**config.mk**
```make
export PLATFORM = sky130hd
export DESIGN_NAME = fcd_top
export DESIGN_NICKNAME = d
export VERILOG_FILES = /design/src/rtl/fcd_pkg.sv /design/src/rtl/fcd_top.sv
export SDC_FILE = /design/constraint.sdc
export NUM_CORES = 1
export LEC_CHECK = 0
export BUFFER_PORTS_ARGS = -buffer_cell sky130_fd_sc_hd__buf_2
export CORE_MARGIN = 2
export CORE_UTILIZATION = 45
export CTS_BUF_LIST = sky130_fd_sc_hd__clkbuf_16
export DETAILED_ROUTE_END_ITERATION = 16
export GPL_TIMING_DRIVEN = 0
export PLACE_DENSITY = 0.67
export SLEW_MARGIN = 20
export SYNTH_ARGS = -nofsm -noshare
export SYNTH_HDL_FRONTEND = slang
export SYNTH_SLANG_ARGS = --single-unit
```
**constraint.sdc**
```tcl
create_clock -name i_clk -period 22.8 [get_ports i_clk]
set_input_delay 4.56 -clock i_clk [delete_from_list [all_inputs] [get_ports i_clk]]
set_output_delay 4.56 -clock i_clk [all_outputs]
set_load 0.05 [all_outputs]
```
**src/rtl/fcd_pkg.sv**
```systemverilog
// Constants, types and field positions for the flash command decoder.
// Assumes a 22-bit word address, 16 partitions and 128 lock blocks.
// Overview of operation
// - FFh to a partition sets that partition to array reads.
// - 70h sets status reads; program or erase start does the same.
// - 90h sets identifier reads across all sixteen data lines.
// - 98h sets query reads on the low eight data lines.
// - Error bits 5,4,3,1 are cleared only by reset or by 50h.
// - Word program: setup 40h, then address and data write starts it.
// - Setup 10h acts exactly like 40h.
// - While busy, shown status refreshes only on chip or output enable fall.
// - 30h then D0h enters fast program; other commands then ignored.
// - Erase setup followed by anything but D0h sets bits 5:4, status reads.
// - Erase confirm address selects the block to erase.
// - While busy only read-status and suspend are accepted.
// - B0h suspends; sets bit 7 with bit 2 or bit 6.
// - Suspended state holds until resume or reset.
// - D0h while suspended resumes the operation.
// - Lock setup followed by an unknown code sets bits 5:4.
// - 60h then 01h locks the addressed block.
// - 60h then D0h unlocks, unless the block is locked down.
// - 60h then 2Fh places the addressed block in lock-down.
// - C0h then a write starts protection program or protection lock.
// - 60h then 03h loads read configuration from address bits 15:0.
// - After reset: array reads, status 80h, asynchronous page reads.
// - Any two-cycle setup write puts its partition in status reads; here setups are taken only while idle, not while busy or suspended.
package fcd_pkg;
    localparam int AW = 22;
    localparam int PART_LSB = 18;
    localparam int BLK_LSB = 15;
    localparam logic [7:0] C_ARRAY = 8'hFF, C_STATUS = 8'h70, C_IDENT = 8'h90;
    localparam logic [7:0] C_QUERY = 8'h98, C_CLEAR = 8'h50, C_PROG = 8'h40;
    localparam logic [7:0] C_PROG_ALT = 8'h10, C_EFP = 8'h30, C_ERASE = 8'h20;
    localparam logic [7:0] C_CONFIRM = 8'hD0, C_SUSPEND = 8'hB0;
    localparam logic [7:0] C_LOCKSET = 8'h60, C_LOCK = 8'h01, C_LOCKDN = 8'h2F;
    localparam logic [7:0] C_PROT = 8'hC0, C_SETRCR = 8'h03;
    localparam logic [15:0] PROT_LOCK_DATA = 16'hFFFD;
    localparam logic [7:0] SR_RESET = 8'h80;
    localparam logic [7:0] SR_STICKY = 8'h3A;
    localparam logic [7:0] SR_SEQERR = 8'h30;
    localparam int SR_READY = 7, SR_ESUSP = 6, SR_PSUSP = 2;
    localparam logic [15:0] RCR_RESET = 16'hFFFF;
    localparam logic [7:0] A_STATUS = 8'h00, A_MODES = 8'h04, A_RCR = 8'h08;
    localparam logic [7:0] A_OPADDR = 8'h0C, A_CTRL = 8'h10;
    localparam logic [7:0] A_LOCKSEL = 8'h14, A_LOCKST = 8'h18;
    localparam int CTRL_DONE = 0;
    typedef enum logic [1:0] {M_ARRAY, M_STATUS, M_IDENT, M_QUERY} fcd_mode_t;
    typedef enum logic [1:0] {OP_PROG, OP_EFP, OP_ERASE, OP_PROT} fcd_op_t;
    typedef enum logic [2:0] {
        D_IDLE, D_PROG, D_EFP_SET, D_EFP, D_ERASE, D_LOCK, D_PROTSET
    } fcd_dec_t;
    typedef enum logic [1:0] {W_IDLE, W_BUSY, W_SUSP} fcd_wsm_t;
endpackage : fcd_pkg

```
**src/rtl/fcd_top.sv**
```systemverilog
// Command decoder with write state machine control for a partitioned flash.
// Assumes host writes on asynchronous pins, held for at least 4 clocks
// after the write strobe rises; software stands in for the algorithms
// over AHB-Lite and reports completion and errors there.
//
// Chosen here: the AHB-Lite interface to the registers and the placing of the registers.
`timescale 1ns/1ps
module fcd_top
    import fcd_pkg::*;
(
    input  wire logic          i_clk,
    input  wire logic          i_reset,
    input  wire logic          i_ce_n,
    input  wire logic          i_oe_n,
    input  wire logic          i_we_n,
    input  wire logic [AW-1:0] i_addr,
    input  wire logic [15:0]   i_dq,
    input  wire logic          i_hsel,
    input  wire logic [31:0]   i_haddr,
    input  wire logic [1:0]    i_htrans,
    input  wire logic          i_hwrite,
    input  wire logic [2:0]    i_hsize,
    input  wire logic [31:0]   i_hwdata,
    input  wire logic          i_hready,
    output logic               o_hreadyout,
    output logic               o_hresp,
    output logic [31:0]        o_hrdata,
    output logic               o_wsm_start,
    output logic [1:0]         o_wsm_op,
    output logic [AW-1:0]      o_wsm_addr,
    output logic [15:0]        o_wsm_data,
    output logic               o_wsm_suspend,
    output logic               o_wsm_resume,
    output logic [31:0]        o_part_mode,
    output logic [7:0]         o_status_view,
    output logic [15:0]        o_rcr
);
    typedef struct packed {
        logic            we1, we2, we3, ce1, ce2, ce3, oe1, oe2, oe3;
        logic [AW-1:0]   a1, a2;
        logic [15:0]     d1, d2;
        fcd_dec_t        dec;
        fcd_wsm_t        write_state_machine;
        fcd_op_t         op;
        logic [31:0]     modes;
        logic [7:0]      sr, view;
        logic [15:0]     rcr;
        logic [127:0]    locked, lockdn;
        logic [6:0]      locksel;
        logic            start, susp, res;
        logic [AW-1:0]   waddr;
        logic [15:0]     wdata;
        logic            ph_wr;
        logic [7:0]      ph_addr;
        logic [31:0]     rdata;
    } fcd_state_t;

    fcd_state_t s_r, s_nxt;
    logic       w_ev;
    logic [7:0] cmd;
    logic [3:0] part;
    logic [6:0] blk;
    logic       ce_fall, oe_fall;
    logic       clr_ok;
    logic [7:0] sw_set;
    logic       sw_done;

    // Write taken on the rising edge of the synchronised write strobe
    assign w_ev    = s_r.we2 & ~s_r.we3 & ~s_r.ce3;
    assign cmd     = s_r.d2[7:0];
    assign part    = s_r.a2[AW-1:PART_LSB];
    assign blk     = s_r.a2[AW-1:BLK_LSB];
    assign ce_fall = s_r.ce3 & ~s_r.ce2;
    assign oe_fall = s_r.oe3 & ~s_r.oe2;
    assign sw_set  = (s_r.ph_wr && s_r.ph_addr == A_CTRL) ?
                     (i_hwdata[7:0] & SR_STICKY) : 8'h00;
    assign sw_done = s_r.ph_wr && s_r.ph_addr == A_CTRL && i_hwdata[CTRL_DONE];

    function automatic logic [31:0] set_mode(input logic [31:0] m,
                                             input logic [3:0] p,
                                             input fcd_mode_t v);
        logic [31:0] r;
        r = m;
        r[{p, 1'b0} +: 2] = v;
        return r;
    endfunction : set_mode

    function automatic logic is_setup(input logic [7:0] c);
        return c == C_PROG || c == C_PROG_ALT || c == C_EFP ||
               c == C_ERASE || c == C_LOCKSET || c == C_PROT;
    endfunction : is_setup

    always_comb begin
        s_nxt = s_r;
        clr_ok = 1'b0;
        s_nxt.we1 = i_we_n;
        s_nxt.we2 = s_r.we1;
        s_nxt.we3 = s_r.we2;
        s_nxt.ce1 = i_ce_n;
        s_nxt.ce2 = s_r.ce1;
        s_nxt.ce3 = s_r.ce2;
        s_nxt.oe1 = i_oe_n;
        s_nxt.oe2 = s_r.oe1;
        s_nxt.oe3 = s_r.oe2;
        s_nxt.a1 = i_addr;
        s_nxt.a2 = s_r.a1;
        s_nxt.d1 = i_dq;
        s_nxt.d2 = s_r.d1;
        s_nxt.start = 1'b0;
        s_nxt.susp = 1'b0;
        s_nxt.res = 1'b0;
        if (w_ev) begin
            case (s_r.dec)
                D_PROG, D_PROTSET: begin
                    s_nxt.start = 1'b1;
                    s_nxt.op = (s_r.dec == D_PROG) ? OP_PROG : OP_PROT;
                    s_nxt.waddr = s_r.a2;
                    s_nxt.wdata = s_r.d2;
                    s_nxt.write_state_machine = W_BUSY;
                    s_nxt.sr[SR_READY] = 1'b0;
                    s_nxt.modes = set_mode(s_r.modes, part, M_STATUS);
                    s_nxt.dec = D_IDLE;
                end
                D_EFP_SET: begin
                    if (cmd == C_CONFIRM) begin
                        s_nxt.dec = D_EFP;
                        s_nxt.op = OP_EFP;
                        s_nxt.waddr = s_r.a2;
                        s_nxt.write_state_machine = W_BUSY;
                        s_nxt.sr[SR_READY] = 1'b0;
                        s_nxt.modes = set_mode(s_r.modes, part, M_STATUS);
                    end else begin
                        s_nxt.sr = s_r.sr | SR_SEQERR;
                        s_nxt.dec = D_IDLE;
                    end
                end
                D_EFP: begin
                    // Every write is program data until software ends the mode
                    s_nxt.start = 1'b1;
                    s_nxt.op = OP_EFP;
                    s_nxt.waddr = s_r.a2;
                    s_nxt.wdata = s_r.d2;
                end
                D_ERASE: begin
                    if (cmd == C_CONFIRM) begin
                        s_nxt.start = 1'b1;
                        s_nxt.op = OP_ERASE;
                        s_nxt.waddr = s_r.a2;
                        s_nxt.wdata = s_r.d2;
                        s_nxt.write_state_machine = W_BUSY;
                        s_nxt.sr[SR_READY] = 1'b0;
                    end else begin
                        s_nxt.sr = s_r.sr | SR_SEQERR;
                    end
                    s_nxt.modes = set_mode(s_r.modes, part, M_STATUS);
                    s_nxt.dec = D_IDLE;
                end
                D_LOCK: begin
                    case (cmd)
                        C_LOCK: s_nxt.locked[blk] = 1'b1;
                        C_CONFIRM: begin
                            if (!s_r.lockdn[blk]) begin
                                s_nxt.locked[blk] = 1'b0;
                            end
                        end
                        C_LOCKDN: begin
                            s_nxt.locked[blk] = 1'b1;
                            s_nxt.lockdn[blk] = 1'b1;
                        end
                        C_SETRCR: begin
                            s_nxt.rcr = s_r.a2[15:0];
                            s_nxt.modes = set_mode(s_r.modes, part, M_ARRAY);
                        end
                        default: s_nxt.sr = s_r.sr | SR_SEQERR;
                    endcase
                    s_nxt.dec = D_IDLE;
                end
                default: begin
                    if (s_r.write_state_machine == W_BUSY) begin
                        // Busy: everything but status and suspend dropped
                        if (cmd == C_STATUS) begin
                            s_nxt.modes = set_mode(s_r.modes, part, M_STATUS);
                        end else if (cmd == C_SUSPEND) begin
                            s_nxt.write_state_machine = W_SUSP;
                            s_nxt.susp = 1'b1;
                            s_nxt.sr[SR_READY] = 1'b1;
                            if (s_r.op == OP_ERASE) begin
                                s_nxt.sr[SR_ESUSP] = 1'b1;
                            end else begin
                                s_nxt.sr[SR_PSUSP] = 1'b1;
                            end
                        end
                    end else begin
                        case (cmd)
                            C_ARRAY: s_nxt.modes =
                                set_mode(s_r.modes, part, M_ARRAY);
                            C_STATUS: s_nxt.modes =
                                set_mode(s_r.modes, part, M_STATUS);
                            C_IDENT: s_nxt.modes =
                                set_mode(s_r.modes, part, M_IDENT);
                            C_QUERY: s_nxt.modes =
                                set_mode(s_r.modes, part, M_QUERY);
                            C_CLEAR: clr_ok = 1'b1;
                            C_CONFIRM: begin
                                if (s_r.write_state_machine == W_SUSP) begin
                                    s_nxt.write_state_machine = W_BUSY;
                                    s_nxt.res = 1'b1;
                                    s_nxt.sr[SR_READY] = 1'b0;
                                    s_nxt.sr[SR_ESUSP] = 1'b0;
                                    s_nxt.sr[SR_PSUSP] = 1'b0;
                                end
                            end
                            default: begin
                                // Setups are refused while suspended
                                if (is_setup(cmd) && s_r.write_state_machine == W_IDLE) begin
                                    s_nxt.modes =
                                        set_mode(s_r.modes, part, M_STATUS);
                                    case (cmd)
                                        C_PROG, C_PROG_ALT:
                                            s_nxt.dec = D_PROG;
                                        C_EFP: s_nxt.dec = D_EFP_SET;
                                        C_ERASE: s_nxt.dec = D_ERASE;
                                        C_LOCKSET: s_nxt.dec = D_LOCK;
                                        default: s_nxt.dec = D_PROTSET;
                                    endcase
                                end
                            end
                        endcase
                    end
                end
            endcase
        end
        if (clr_ok) begin
            s_nxt.sr = s_nxt.sr & ~SR_STICKY;
        end
        // Error reports from the algorithm beat a clear in the same cycle
        s_nxt.sr = s_nxt.sr | sw_set;
        if (sw_done && s_r.write_state_machine == W_BUSY) begin
            s_nxt.write_state_machine = W_IDLE;
            s_nxt.sr[SR_READY] = 1'b1;
            if (s_r.dec == D_EFP) begin
                s_nxt.dec = D_IDLE;
            end
        end
        // Shown status frozen between enable toggles while an op is live
        if (s_r.write_state_machine == W_IDLE || ce_fall || oe_fall) begin
            s_nxt.view = s_r.sr;
        end
        s_nxt.ph_wr = 1'b0;
        if (s_r.ph_wr && s_r.ph_addr == A_LOCKSEL) begin
            s_nxt.locksel = i_hwdata[6:0];
        end
        if (i_hsel && i_htrans[1] && i_hready) begin
            s_nxt.ph_wr = i_hwrite;
            s_nxt.ph_addr = i_haddr[7:0];
            case (i_haddr[7:0])
                A_STATUS: s_nxt.rdata = {22'h0, s_r.write_state_machine, s_r.sr};
                A_MODES: s_nxt.rdata = s_r.modes;
                A_RCR: s_nxt.rdata = {16'h0, s_r.rcr};
                A_OPADDR: s_nxt.rdata = {8'h0, s_r.op, s_r.waddr};
                A_LOCKSEL: s_nxt.rdata = {25'h0, s_r.locksel};
                A_LOCKST: s_nxt.rdata = {30'h0, s_r.lockdn[s_r.locksel],
                                         s_r.locked[s_r.locksel]};
                default: s_nxt.rdata = 32'h0;
            endcase
        end
    end

    always_ff @(posedge i_clk or posedge i_reset) begin
        if (i_reset) begin
            s_r <= '0;
            s_r.we1 <= 1'b1;
            s_r.we2 <= 1'b1;
            s_r.we3 <= 1'b1;
            s_r.ce1 <= 1'b1;
            s_r.ce2 <= 1'b1;
            s_r.ce3 <= 1'b1;
            s_r.oe1 <= 1'b1;
            s_r.oe2 <= 1'b1;
            s_r.oe3 <= 1'b1;
            s_r.dec <= D_IDLE;
            s_r.write_state_machine <= W_IDLE;
            s_r.modes <= '0;
            s_r.sr <= SR_RESET;
            s_r.view <= SR_RESET;
            s_r.rcr <= RCR_RESET;
            s_r.locked <= '1;
        end else begin
            s_r <= s_nxt;
        end
    end

    assign o_hreadyout   = 1'b1;
    assign o_hresp       = 1'b0;
    assign o_hrdata      = s_r.rdata;
    assign o_wsm_start   = s_r.start;
    assign o_wsm_op      = s_r.op;
    assign o_wsm_addr    = s_r.waddr;
    assign o_wsm_data    = s_r.wdata;
    assign o_wsm_suspend = s_r.susp;
    assign o_wsm_resume  = s_r.res;
    assign o_part_mode   = s_r.modes;
    assign o_status_view = s_r.view;
    assign o_rcr         = s_r.rcr;
endmodule : fcd_top

```
==> flow_metrics.py <==
metrics = {
    "synth": {
        "synth-seq-cells": 499,
        "yosysWarnings": 0,
        "avgSynthCellArea_sq_um": 11.3,
        "yosysMostFrequentCell": "dfrtp_1",
        "yosysTopAreaCell": "dfrtp_1",
        "seq_area_frac_synth_pct": 52.9,
        "syn-cell-area_sq_mm": 0.0240,
        "ys.flop_type": "dfrtp_1",
        "ys_types": 76,
        "synthTopCellsByCount": "dfrtp_1, nor2_1, a21oi_1, dfstp_2, a31oi_1",
        "synth-async-reset-ratio_pct": 100,
        "synth_top_area_share_pct": 35.9,
        "syn_inst": 2115,
        "synth_edf_count": 0,
        "yosys-top-cells-area": "dfrtp_1, dfstp_2, mux4_2, mux2_2, buf_4",
    },
    "cts": {
        "cts_hold_buf": 0,
        "clockRootBuffer": "clkbuf_16",
        "cts_inserted_buffers": 53,
        "cts.sinks": 499,
        "ctsHtreeMaxLevel": 2,
        "clk_latency_ns": 0.61,
        "post_cts_resized": 0,
        "cts_setup_buffers": 0,
        "clk_pin_slew_ns": 0.06,
        "tritoncts": "done",
        "cts_max_path_buffers": 3,
    },
    "timing": {
        "slew_viol_final": 0,
        "min_period_ns": 6.33,
        "finalSetupViolCount": 0,
        "clock_skew_ns": 0.0235,
        "hold_ws_ns": 0.342,
        "tightest_slew_ns": 1.19,
        "hold_viol_final": 0,
        "max-slew-margin-rel_pct": 20.6,
        "fmax_mhz": 158,
        "rsz0062_at_grt": "no",
        "fin_crit_sh_pct": 27.7,
    },
    "critical_path": {
        "crit_slowest_cell": "nor3b_1",
        "cp.required_ns": 23.33,
        "startpoint_type": "input port",
        "cp_max_fo": 8,
        "path_cells": "buf_2, or4_1, or3_1, clkbuf_1, nor3b_1, a22o_1",
        "critPathArrivalTime_ns": 6.86,
        "criticalPathCategory": "in2reg",
        "cp-end-kind": "flip-flop",
        "slowest_delay_ns": 0.85,
    },
    "floorplan": {
        "core-area_sq_mm": 0.0527,
        "die_x_microns": 235,
        "die_area_sq_mm": 0.0552,
        "initial_core_util_pct": 45.5,
        "row_count": 84,
        "io_pins": 248,
        "die_height_microns": 235,
    },
    "placed_design": {
        "place_inst": 3000,
        "dpl_cell_area_sq_mm": 0.0260,
        "hpwlAfterDp_mm": 52.5,
        "port_buffers": 190,
        "place_congestion": 0.931,
    },
    "global_routing": {
        "grt_pass1_vias": 18900,
        "gr-total-overflow": 0,
        "grt_first_pass_wirelength_mm": 117,
        "track_usage_pct": 27.2,
        "grt_max_degree": 107,
        "grt_antenna_before_repair": 1,
    },
    "routing": {
        "routed_wl_mm": 76.0,
        "first_iter_violations": 2362,
        "via_count": 19000,
        "avgViaCountPerCell": 6.12,
        "drc": 0,
        "wl_per_cell_microns": 24.5,
        "postRouteAntennaNets": 0,
        "dr.pass1.iters": 7,
    },
    "cells_and_area": {
        "layout.cells.non_filler": 3098,
        "drive_gt1_share_pct": 33.5,
        "syn2layout_area_growth_pct": 15.3,
        "nets": 2489,
        "antenna_cells": 0,
        "fin_area_sq_mm": 0.0276,
    },
    "pwr": {
        "total_leakage_power_nw": 12.0,
        "power_density_mw_per_mm2": 83.7,
        "irDropWorstVdd_v": 0.0000616,
    },
    "hold_path": {
        "hold_path_class": "reg2reg",
    },
    "outcome": {
        "outcome": "finished clean",
    },
    "run": {
        "cap_violations": 0,
    },
}
## power by group
part / switching (mW) / total [mW] / internal (mW)
Sequential: 0.0461 / 0.991 / 0.944
Clock: 0.370 / 0.835 / 0.465
Combinational: 0.320 / 0.488 / 0.168
Total: 0.736 / 2.31 / 1.58
## worst paths after layout
| path | from | end | slack, ns | cells after the start |
|---|---|---|---|---|
| min in group asynchronous | i_reset | s_nxt[418] | 3.99 | 2 |
| max | i_haddr[0] | o_hrdata[28] | 16.47 | 6 |
| min reg2reg | s_nxt[430] | s_r[430] | 0.34 | 0 |
| min | s_nxt[430] | s_r[430] | 0.34 | 0 |
| max reg2reg | blk[3] | flip-flop | 18.39 | 9 |
| max in group asynchronous | i_reset | o_rcr[2] | 17.18 | 5 |
## layout make-up
class | instances | area, sq um
Tap cell | 688 | 861
Buffer | 301 | 1710
Fill cell | 4572 | 25000
Inverter | 25 | 101
Multi-Input combinational cell | 1291 | 9520
Clock inverter | 44 | 319
Timing Repair Buffer | 196 | 1100
Clock buffer | 54 | 1350
Sequential cell | 499 | 12700
## routing by layer
metal	track usage (%)	vias to the layer above	wire length [microns]
li1	-	8111	-
met1	36.6	9435	29900
met2	42.4	1163	34800
met3	5.30	239	7610
met4	12.9	2	3690
met5	0	-	13
## cell families after synthesis
group | count (synthesis) | share of synthesized area, %
XOR/XNOR | 6 | 0.219
buffers and inverters | 326 | 7.50
AND/OR/NAND/NOR | 427 | 8.28
other | 2 | 0.0313
AO/OA/AOI/OAI | 625 | 17.1
adder cells (fa/ha/maj) | 8 | 0.412
flip-flops | 499 | 52.9
multiplexers | 222 | 13.6
## critical path: cells and delay by family
kind	cells	cell delay, ns
and+or+nand+nor	3	1.70
buffers and inverters	2	0.34
AOI/OAI and AO/OA	1	0.25
## layout by cell type (no fill, tap or decap), types with 8 or more instances in the layout
master / synthesis / routed
a31oi_1: 138 / 138
and2_1: 22 / 22
nor2_1: 176 / 176
o21ai_1: 8 / 8
o221ai_1: 8 / 8
mux2i_1: 30 / 30
and3_1: 11 / 11
clkbuf_1: 113 / 113
nand3_1: 17 / 17
nand4_1: 13 / 13
dfstp_2: 155 / 155
inv_1: 23 / 33
mux2_2: 106 / 106
o21ai_0: 41 / 41
clkinv_2: 0 / 15
mux4_2: 66 / 66
nor2b_1: 18 / 18
nand2_1: 104 / 104
nor3_1: 22 / 21
mux2_4: 16 / 16
o31ai_1: 8 / 8
buf_1: 21 / 18
clkbuf_16: 0 / 54
a22o_1: 14 / 14
a221oi_1: 20 / 19
a22oi_1: 60 / 60
buf_4: 132 / 133
a21oi_1: 159 / 159
buf_2: 28 / 218
o21bai_1: 127 / 127
dfrtp_1: 344 / 344
## through the flow
step	utilization [%]	TNS, ns	power [mW]	setup WS [ns]
3_5_place_dp	49.3	0	1.49	15.81
2_1_floorplan	-	0	1.37	4.57
5_1_grt	52.5	0	2.39	16.27
6_report	52.5	0	2.31	16.47
4_1_cts	52.5	0	2.32	16.45
3_3_place_gp	49.0	-40.05	1.48	-0.182
Note: power is estimated with default switching activity, not from simulation.
